<file path="config.mk">
export PLATFORM = sky130hd
export DESIGN_NAME = fbd_host
export DESIGN_NICKNAME = d
export VERILOG_FILES = /design/src/pkg/fbd_pkg.sv /design/src/core/fbd_host.sv /design/src/core/fbd_sector_map.sv
export SDC_FILE = /design/constraint.sdc
export NUM_CORES = 1
export LEC_CHECK = 0
export BUFFER_PORTS_ARGS = -buffer_cell sky130_fd_sc_hd__buf_4
export CAP_MARGIN = 30
export CORE_MARGIN = 1.5
export CORE_UTILIZATION = 59
export CTS_BUF_LIST = sky130_fd_sc_hd__clkbuf_2
export DETAILED_ROUTE_END_ITERATION = 8
export PLACE_DENSITY = 0.86
export SYNTH_ARGS = -nofsm -noshare
export SYNTH_HDL_FRONTEND = slang
export SYNTH_SLANG_ARGS = --single-unit
</file>
<file path="constraint.sdc">
create_clock -name clk_in -period 3.2 [get_ports clk_in]
set_clock_uncertainty 0.1 [all_clocks]
set_input_delay 0.16 -clock clk_in [delete_from_list [all_inputs] [get_ports clk_in]]
set_output_delay 0.16 -clock clk_in [all_outputs]
set_load 0.01 [all_outputs]
</file>
<file path="src/pkg/fbd_pkg.sv">
// Package for the parallel flash bus host controller
package fbd_pkg;
    localparam int unsigned FBD_ADDR_W = 22;
    localparam int unsigned FBD_DATA_W = 16;
    // 100 ns clock; each bus phase lasts at least this many ns
    localparam int unsigned FBD_CLK_NS = 100;
    localparam int unsigned FBD_SETUP_NS = 100;
    localparam int unsigned FBD_PULSE_NS = 200;
    localparam int unsigned FBD_HOLD_NS = 100;
    localparam logic [3:0] FBD_SETUP_CYC =
        4'((FBD_SETUP_NS + FBD_CLK_NS - 1) / FBD_CLK_NS);
    localparam logic [3:0] FBD_PULSE_CYC =
        4'((FBD_PULSE_NS + FBD_CLK_NS - 1) / FBD_CLK_NS);
    localparam logic [3:0] FBD_HOLD_CYC =
        4'((FBD_HOLD_NS + FBD_CLK_NS - 1) / FBD_CLK_NS);
    // Guarded boot sector numbers
    localparam logic [6:0] FBD_SEC_LO0 = 7'h00;
    localparam logic [6:0] FBD_SEC_LO1 = 7'h01;
    localparam logic [6:0] FBD_SEC_HI0 = 7'h44;
    localparam logic [6:0] FBD_SEC_HI1 = 7'h45;
    // Word address of the upper half's 64 KB sectors, lower half's end
    localparam logic [21:0] FBD_SMALL_LO_END = 22'h01_FFFF;
    localparam logic [21:0] FBD_SMALL_HI_BASE = 22'h3E_0000;
    localparam logic [15:0] FBD_RESET_CMD = 16'h00F0;

    typedef enum logic [1:0] {
        FBD_OP_READ = 2'b00,
        FBD_OP_WRITE = 2'b01,
        FBD_OP_RESET = 2'b10
    } fbd_op_t;

    typedef struct packed {
        fbd_op_t op;
        logic upper_half;
        logic [21:0] addr;
        logic [15:0] data;
    } fbd_req_t;

    typedef struct packed {
        logic lower_half_select_n;
        logic upper_half_select_n;
        logic out_gate_n;
        logic write_strobe_n;
        logic hw_clear_n;
        logic boot_sector_guard;
    } fbd_ctl_t;
endpackage : fbd_pkg

</file>
<file path="src/core/fbd_host.sv">
// Host controller driving a dual-select parallel NOR flash
// Function
// - Non-read functions are started by writing command cycles.
// - After an undefined state the reset command is to be issued; this host pulls hw_clear_n low instead, at reset and on FBD_OP_RESET.
// - Reads use select low, gate low, strobe high; writes the reverse.
// - The guard is high while writing sectors 0, 1, 68 and 69.
// - Each half is addressed with its own select and 22-bit address.
// - Exactly one select is low during a read or write.
`timescale 1ns/1ps
`default_nettype none
module fbd_host (
    // Clock and reset
    input wire logic clk_in,
    input wire logic arst_n_in,
    // Request
    input wire logic req_valid_in,
    input wire fbd_pkg::fbd_req_t req_in,
    output logic req_ready_out,
    output logic rsp_valid_out,
    output logic [15:0] rsp_data_out,
    // Flash pins
    output fbd_pkg::fbd_ctl_t ctl_out,
    output logic [21:0] addr_out,
    output logic [15:0] dq_out,
    output logic dq_oe_out,
    input wire logic [15:0] dq_in
);
    import fbd_pkg::*;

    typedef enum logic [2:0] {
        FBD_IDLE = 3'b000,
        FBD_SETUP = 3'b001,
        FBD_PULSE = 3'b010,
        FBD_HOLD = 3'b011,
        FBD_CLEAR = 3'b100
    } fbd_state_t;

    fbd_state_t state_ff, nxt_state;
    fbd_req_t req_ff, nxt_req;
    fbd_ctl_t ctl_ff, nxt_ctl;
    logic [3:0] cnt_ff, nxt_cnt;
    logic [21:0] addr_ff, nxt_addr;
    logic [15:0] dq_ff, nxt_dq;
    logic oe_ff, nxt_oe;
    logic rdy_ff, nxt_rdy;
    logic rv_ff, nxt_rv;
    logic [15:0] rd_ff, nxt_rd;
    logic [15:0] dq_s1_ff, dq_s2_ff;
    logic [6:0] sector;

    function automatic logic guarded(input logic [6:0] s);
        guarded = (s == FBD_SEC_LO0) || (s == FBD_SEC_LO1) ||
            (s == FBD_SEC_HI0) || (s == FBD_SEC_HI1);
    endfunction

    function automatic fbd_ctl_t idle_ctl();
        fbd_ctl_t c;
        c = '{lower_half_select_n: 1'b1, upper_half_select_n: 1'b1,
            out_gate_n: 1'b1, write_strobe_n: 1'b1, hw_clear_n: 1'b1,
            boot_sector_guard: 1'b0};
        idle_ctl = c;
    endfunction

    fbd_sector_map u_map (
        .upper_half_in(req_ff.upper_half),
        .addr_in(req_ff.addr),
        .sector_out(sector)
    );

    always_ff @(posedge clk_in or negedge arst_n_in) begin
        if (!arst_n_in) begin
            dq_s1_ff <= 16'h0000;
            dq_s2_ff <= 16'h0000;
        end else begin
            dq_s1_ff <= dq_in;
            dq_s2_ff <= dq_s1_ff;
        end
    end

    always_comb begin
        nxt_state = state_ff;
        nxt_req = req_ff;
        nxt_ctl = ctl_ff;
        nxt_cnt = cnt_ff;
        nxt_addr = addr_ff;
        nxt_dq = dq_ff;
        nxt_oe = oe_ff;
        nxt_rdy = 1'b0;
        nxt_rv = 1'b0;
        nxt_rd = rd_ff;
        case (state_ff)
            FBD_IDLE: begin
                nxt_ctl = idle_ctl();
                nxt_oe = 1'b0;
                nxt_rdy = 1'b1;
                if (req_valid_in && rdy_ff) begin
                    nxt_rdy = 1'b0;
                    nxt_req = req_in;
                    nxt_cnt = FBD_SETUP_CYC;
                    if (req_in.op == FBD_OP_RESET) begin
                        // Pulse clear, device returns to read mode
                        nxt_ctl.hw_clear_n = 1'b0;
                        nxt_state = FBD_CLEAR;
                        nxt_cnt = FBD_PULSE_CYC;
                    end else begin
                        nxt_ctl.lower_half_select_n = req_in.upper_half;
                        nxt_ctl.upper_half_select_n = !req_in.upper_half;
                        nxt_addr = req_in.addr;
                        nxt_state = FBD_SETUP;
                    end
                end
            end
            FBD_SETUP: begin
                nxt_cnt = 4'(cnt_ff - 4'h1);
                if (req_ff.op == FBD_OP_WRITE) begin
                    nxt_ctl.boot_sector_guard = guarded(sector);
                    nxt_dq = req_ff.data;
                    nxt_oe = 1'b1;
                end
                if (cnt_ff == 4'h1) begin
                    nxt_cnt = FBD_PULSE_CYC;
                    nxt_state = FBD_PULSE;
                    // Only one of gate and strobe falls
                    // Strobe falls after select and address
                    if (req_ff.op == FBD_OP_WRITE) begin
                        nxt_ctl.write_strobe_n = 1'b0;
                    end else begin
                        nxt_ctl.out_gate_n = 1'b0;
                    end
                end
            end
            FBD_PULSE: begin
                nxt_cnt = 4'(cnt_ff - 4'h1);
                if (cnt_ff == 4'h1) begin
                    nxt_ctl.write_strobe_n = 1'b1;
                    nxt_ctl.out_gate_n = 1'b1;
                    nxt_cnt = FBD_HOLD_CYC;
                    nxt_state = FBD_HOLD;
                end
            end
            FBD_HOLD: begin
                nxt_cnt = 4'(cnt_ff - 4'h1);
                if (cnt_ff == 4'h1) begin
                    // Read data, taken once through the synchroniser
                    if (req_ff.op == FBD_OP_READ) begin
                        nxt_rd = dq_s2_ff;
                    end
                    nxt_ctl = idle_ctl();
                    nxt_oe = 1'b0;
                    nxt_rv = 1'b1;
                    nxt_state = FBD_IDLE;
                end
            end
            FBD_CLEAR: begin
                nxt_cnt = 4'(cnt_ff - 4'h1);
                if (cnt_ff == 4'h1) begin
                    nxt_ctl = idle_ctl();
                    nxt_rv = 1'b1;
                    nxt_state = FBD_IDLE;
                end
            end
            default: begin
                nxt_state = FBD_IDLE;
                nxt_ctl = idle_ctl();
                nxt_oe = 1'b0;
            end
        endcase
    end

    always_ff @(posedge clk_in or negedge arst_n_in) begin
        if (!arst_n_in) begin
            state_ff <= FBD_IDLE;
            req_ff <= '0;
            ctl_ff <= '{lower_half_select_n: 1'b1,
                upper_half_select_n: 1'b1, out_gate_n: 1'b1,
                write_strobe_n: 1'b1, hw_clear_n: 1'b0,
                boot_sector_guard: 1'b0};
            cnt_ff <= 4'h0;
            addr_ff <= 22'h00_0000;
            dq_ff <= 16'h0000;
            oe_ff <= 1'b0;
            rdy_ff <= 1'b0;
            rv_ff <= 1'b0;
            rd_ff <= 16'h0000;
        end else begin
            state_ff <= nxt_state;
            req_ff <= nxt_req;
            ctl_ff <= nxt_ctl;
            cnt_ff <= nxt_cnt;
            addr_ff <= nxt_addr;
            dq_ff <= nxt_dq;
            oe_ff <= nxt_oe;
            rdy_ff <= nxt_rdy;
            rv_ff <= nxt_rv;
            rd_ff <= nxt_rd;
        end
    end

    assign req_ready_out = rdy_ff;
    assign rsp_valid_out = rv_ff;
    assign rsp_data_out = rd_ff;
    assign ctl_out = ctl_ff;
    assign addr_out = addr_ff;
    assign dq_out = dq_ff;
    assign dq_oe_out = oe_ff;
endmodule // fbd_host
`default_nettype wire

</file>
<file path="src/core/fbd_sector_map.sv">
// Sector number decode for the dual-select address map
`timescale 1ns/1ps
`default_nettype none
module fbd_sector_map (
    // Address
    input wire logic upper_half_in,
    input wire logic [21:0] addr_in,
    // Sector
    output logic [6:0] sector_out
);
    import fbd_pkg::*;
    logic [6:0] big;
    always_comb begin
        // 256 KB sectors are 128K words, so bit 17 upward counts them
        big = 7'(addr_in[21:17]);
        sector_out = 7'h00;
        if (!upper_half_in) begin
            if (addr_in <= FBD_SMALL_LO_END) begin
                sector_out = {5'h00, addr_in[16:15]};
            end else begin
                sector_out = 7'(big + 7'h03);
            end
        end else begin
            if (addr_in >= FBD_SMALL_HI_BASE) begin
                sector_out = 7'(7'h42 + {5'h00, addr_in[16:15]});
            end else begin
                sector_out = 7'(big + 7'h23);
            end
        end
    end
endmodule // fbd_sector_map
`default_nettype wire

</file>
# After elaboration in Yosys (flattened, before gate mapping)
# Cells that the tools add are included.
[totals] elab_cells=105 out_inout_bits=63 reg_bits=143
[classes] n_addsub=4 bitwise=4 reduce_logical=23 mux=35 n_lt_le_gt_ge=2 n_eq_ne=17
[op_table] cell="22-bit greater-or-equal comparator, second input constant" n=1
[op_table] cell="22-bit by 17-bit <= comparator with 1-bit output, second input constant" n=1
[op_table] cell="7-bit two-way mux" n=3
[op_table] cell="4-bit one-hot mux with 4 select lines" n=1
[op_table] cell="3-bit two-way mux" n=5
[op_table] cell="7-bit == test, second input constant" n=2
[op_table] cell="4-bit two-way mux" n=3
[op_table] cell="2-bit inequality test, second input constant" n=6
[op_table] cell="2-bit one-hot mux with 3 select lines" n=2
[op_table] cell="3-bit one-hot mux with 4 select lines" n=1
[op_table] cell="3-bit AND reduction" n=4
[op_table] cell="4-bit AND reduction" n=3
[op_table] cell="1-bit two-way mux" n=11
[op_table] cell="2-bit two-way mux" n=5
[op_table] cell="1-bit one-hot mux with 3 select lines" n=3
[op_table] cell="2-bit AND reduction" n=4
[op_table] cell="5-bit by 6-bit adder with 7-bit output, second input constant" n=1
[op_table] cell="7-bit by 2-bit adder with 7-bit output, first input constant" n=1
[op_table] cell="7-bit by 1-bit == test with 1-bit output, second input constant" n=1
[op_table] cell="7-bit logical NOT" n=1
[op_table] cell="5-bit by 2-bit adder with 6-bit output, second input constant" n=1
[op_table] cell="3-bit by 2-bit == test with 1-bit output, second input constant" n=2
[op_table] cell="6-bit two-way mux" n=1
[op_table] cell="2-bit OR reduction" n=3
[op_table] cell="other kinds (14)" n=19

# Depth between registers and ports, before layout
[logic_depth] word_depth=9 ltp_mapped=8

# Hierarchy
# Synthesis repeated with hierarchy kept, for this count alone.
[hier_totals] cells_unflattened=381 hier_area_um2=5557.8
[modules_own_cells] mod="fbd_host" instances=1 area_each_um2=5328.9 cells_per_inst=351
[modules_own_cells] mod="fbd_sector_map" instances=1 area_each_um2=229.0 cells_per_inst=30

# Worst setup path before layout
# OpenSTA, ideal clock, no wires.
[synth_timing] kind="reg-to-reg" start="register cnt_ff[1]" end="register rd_ff[10], in the netlist rsp_data_out[10]" period_less_slack_ns=2.143 setup_time_ns=0.125 t_arrival_ns=1.918 stages_incl_launch_ff=9 path_slack_ns=1.057 path_cell_list="dfrtp_1 > inv_1 > ha_1 > nor3b_4 > nand2_1 > or4_1 > buf_6 > buf_12 > mux2_4"
[synth_via] elab_chain_len=2
[synth_lines] element="start: declaration" line="fbd_host.sv:41" source="logic [3:0] cnt_ff, nxt_cnt;"
[synth_lines] element="start signal: assignment" line="fbd_host.sv:189" source="cnt_ff <= nxt_cnt;"
[synth_lines] element="4-bit by 1-bit == test with 1-bit output" line="fbd_host.sv:143" source="if (cnt_ff == 4'h1) begin"
[synth_lines] element="3-bit AND reduction (no line)"
[synth_lines] element="end signal: assignment" line="fbd_host.sv:195" source="rd_ff <= nxt_rd;"
[synth_lines] element="end: declaration" line="fbd_host.sv:47" source="logic [15:0] rd_ff, nxt_rd;"
# Every way passes these cells.
# A chain may end at the register's enable or synchronous reset.

# Worst setup path in the final report
[layout_timing] start="register cnt_ff[1]" end="register rd_ff[0], in the netlist rsp_data_out[0]"
# Same word-level chain as after synthesis.

==> impl_metrics.csv <==
group,metric,value,unit
status,outcome,"finished clean",
drt,drtIter0Drc,288,
cts,clk_pin_slew,0.21,ns
cts,cts_buffer_depth,2,
final_layout,diodes,0,
grt,antenna_found_initial,0,
yosys,synth_area,4860,um2
cts,ctsResizeCount,0,
final_layout,nets,582,
power,seqPwrFrac,45.0,%
drt,wl,13000,um
sta,final.min_clock_period,2.65,ns
sta,rsz0062_at_grt,"false",
sta,fmaxAchievable,377,MHz
hold_path,holdCritStartpoint,"dq_in[13]",
sta,post-route-period-util,82.9,%
drt,dr_total_vias,3450,
critical_path,slowest_stage,"or4_1",
critical_path,cp_max_fo,16,
final_layout,seq_area,3180,um2
floorplanning,die_y,93.8,um
critical_path,path_cells,"inv_1 -> ha_1 -> nor3b_4 -> nand2_1 -> or4_1 -> mux2_2",
cts,insertion_delay,0.73,ns
sta,finalSetupViolCount,0,
drt,wire_per_inst,20.5,um
floorplanning,initial_core_util,62.0,%
final_layout,syn2layout_area_growth,39.6,%
sta,drv_slew,0,
final_layout,nFillCells,381,
cts,cts_made_buffers,17,
power,intPower,3.81,mW
yosys,synthesis.nets,383,
floorplanning,rows,32,
cts,cts-root-buf,"clkbuf_2",
sta,relSlewSlack,39.5,%
final_layout,drive_gt1_share,46.8,%
yosys,synth-seq-area-share,65.5,%
yosys,synth.most_common_cell,"dfrtp_1",
yosys,synth_edf_count,0,
grt,grt_use_total,30.7,%
critical_path,cp-startpoint,"cnt_ff[1]",
critical_path,required,3.67,ns
critical_path,r2r_start,"cnt_ff[1]",
grt,grt_max_degree,79,
sta,tightest_slew,0.907,ns
yosys,synthArstFlopShare,100,%
yosys,synth_cell_type_count,51,
floorplanning,ios,123,
cts,cts_tree,"yes",
power,comb_power_share,37.3,%
final_layout,multi_input_area,1530,um2
final_layout,instances_no_fill,634,
yosys,synth_ff_type,"dfrtp_1",
power,p_per_area,871,nW/um2
sta,fin_ws,0.548,ns
drt,drtPass1Iterations,7,
grt,grt_pass1_wl,19600,um
sta,final_hold_viol_count,0,
drt,via_per_inst,5.44,
cts,htree_levels,4,
power,pwr-share-clk,17.7,%
place,place_congestion,0.878,
floorplanning,core,7850,um2
grt,gr-total-overflow,0,
yosys,synth_area_leaders,"dfrtp_1 (63%), mux2_2 (16%), mux2_4 (3.1%)",
critical_path,slowest_delay,0.85,ns
power,netSwitchingPower,2.11,mW
place,hpwl,6810,um
power,power_leakage,3.24,nW
yosys,synth_warnings,0,
drt,ant_nets,0,
floorplanning,dieWidth,93.8,um
grt,grt_pass1_vias,3736,
critical_path,crit_type,"flip-flop to flip-flop",
critical_path,cp_num_buf_inv,1,
power,vdd_ir_drop_max,0.652,mV
drt,remaining_drc_errors,0,
power,swShare,35.6,%
yosys,synth_area_per_cell,15.2,um2
floorplanning,dieArea,8790,um2
yosys,netlist.area_leader.share,63.3,%
yosys,syn_inst,320,
critical_path,start_kind,"flip-flop",
yosys,synth_top_area_cell,"dfrtp_1",
place,port_buffers,122,
cts,postCtsSetupRepairBufs,0,
cts,cts.sinks,127,
critical_path,cp.arrival,3.12,ns
critical_path,worst_setup_path_end_kind,"flip-flop",
place,post-place-ws,0.638,ns
place,dp_cells,533,
flow_run,max_cap_violations,0,
critical_path,crit_family,"simple AND/OR/NAND/NOR gates",
yosys,synth.top_cells.by_count,"dfrtp_1 (123), mux2_2 (67), mux2_4 (10), o21ai_0 (10), nand2_1 (9)",
yosys,synth_seq_cells,127,
sta,fin_tns_setup,0,ns
hold_path,min_path_type,"input pin to flip-flop",
[cells by family after synthesis]
family | synth area share, %
buf+inv | 3.06
mux | 18.6
flops | 65.5
fa+ha+maj | 0.772
compound gates | 5.51
xor+xnor | 0.541
simple gates | 6.05
[metal layers]
layer / global-route usage [%] / share of wire [%] / wire, um
met5: 0 / 0 / 0
met4: 14.6 / 3.0 / 395
met3: 6.63 / 5.3 / 684
met2: 54.3 / 56 / 7270
met1: 35.5 / 36 / 4670
[worst register-to-register path: cells and delay by family (launching register included)]
kind | cells | cell delay (ns)
muxes | 1 | 0.44
buffers and inverters | 1 | 0.09
DFF | 1 | 0.44
and+or+nand+nor | 3 | 1.26
adders and majority gates | 1 | 0.21
[registers in the layout, summed over array words and instances (netlist names)]
signal	flops
rsp_data_out	16
rsp_valid_out	1
req_ff	25
dq_s1_ff	16
state_ff	3
dq_out	16
dq_s2_ff	16
addr_out	22
req_ready_out	1
cnt_ff	4
dq_oe_out	1
ctl_out	6
[power by group through the flow]
stage	sequential [mW]	combinational [mW]	clock [mW]
floorplan	2.67	1.12	0
global placement	2.58	1.97	0
detailed placement	2.63	2.07	0
CTS	2.60	2.13	1.01
global route	2.72	2.36	1.13
finish	2.66	2.21	1.05
[cells in the final DEF, fill, tap and decap left out, drive strengths merged, types with 2 or more instances in the layout]
cell           n
buf          129
dfrtp        123
mux2          77
dlygate4sd3   68
clkbuf        17
inv           11
o21ai         10
nand2          9
nor2           8
clkinv         8
nor3           7
a21oi          5
a2bb2oi        5
nand2b         4
dfstp          4
nand3          3
a211oi         3
ha             3
nor3b          3
or3            2
xor2           2
a32oi          2
a31oi          2
nor2b          2
nand4          2
bufinv         2
clkinvlp       2
[what timing repair did]
item | CTS | global route
hold endpoints to repair | 143 | 56
hold buffers | 60 | 8
setup endpoints to repair | 0 | 0
[final timing paths]
path	cells after the start	slack, ns	endpoint
max	6	0.55	rsp_data_out[0]
min	2	0.01	dq_s1_ff[13]
max reg2reg	6	0.55	rsp_data_out[0]
min reg2reg	0	0.23	dq_s2_ff[10]
max in group asynchronous	5	1.96	dq_s1_ff[14]
min in group asynchronous	3	0.24	dq_s2_ff[5]
[metrics by stage]
stage,instance area (um2),power (mW),hold WS [ns],util (%)
floorplan,4860,3.78,-0.236,-
global placement,5830,4.56,0.170,74.3
detailed placement,5830,4.70,0.171,74.3
CTS,6680,5.74,0.00539,85.1
global route,6790,6.21,-0.0291,86.5
finish,6790,5.91,0.0115,86.5
[layout make-up]
class,instances,area share (%)
sequential,127,46.9
timing repair buffer,197,24.6
multi-input combinational,168,22.5
clock inverter,15,2.40
tap,102,1.88
clock buffer,17,1.25
inverter,8,0.442
No activity file was read; power rests on OpenSTA's default activity.
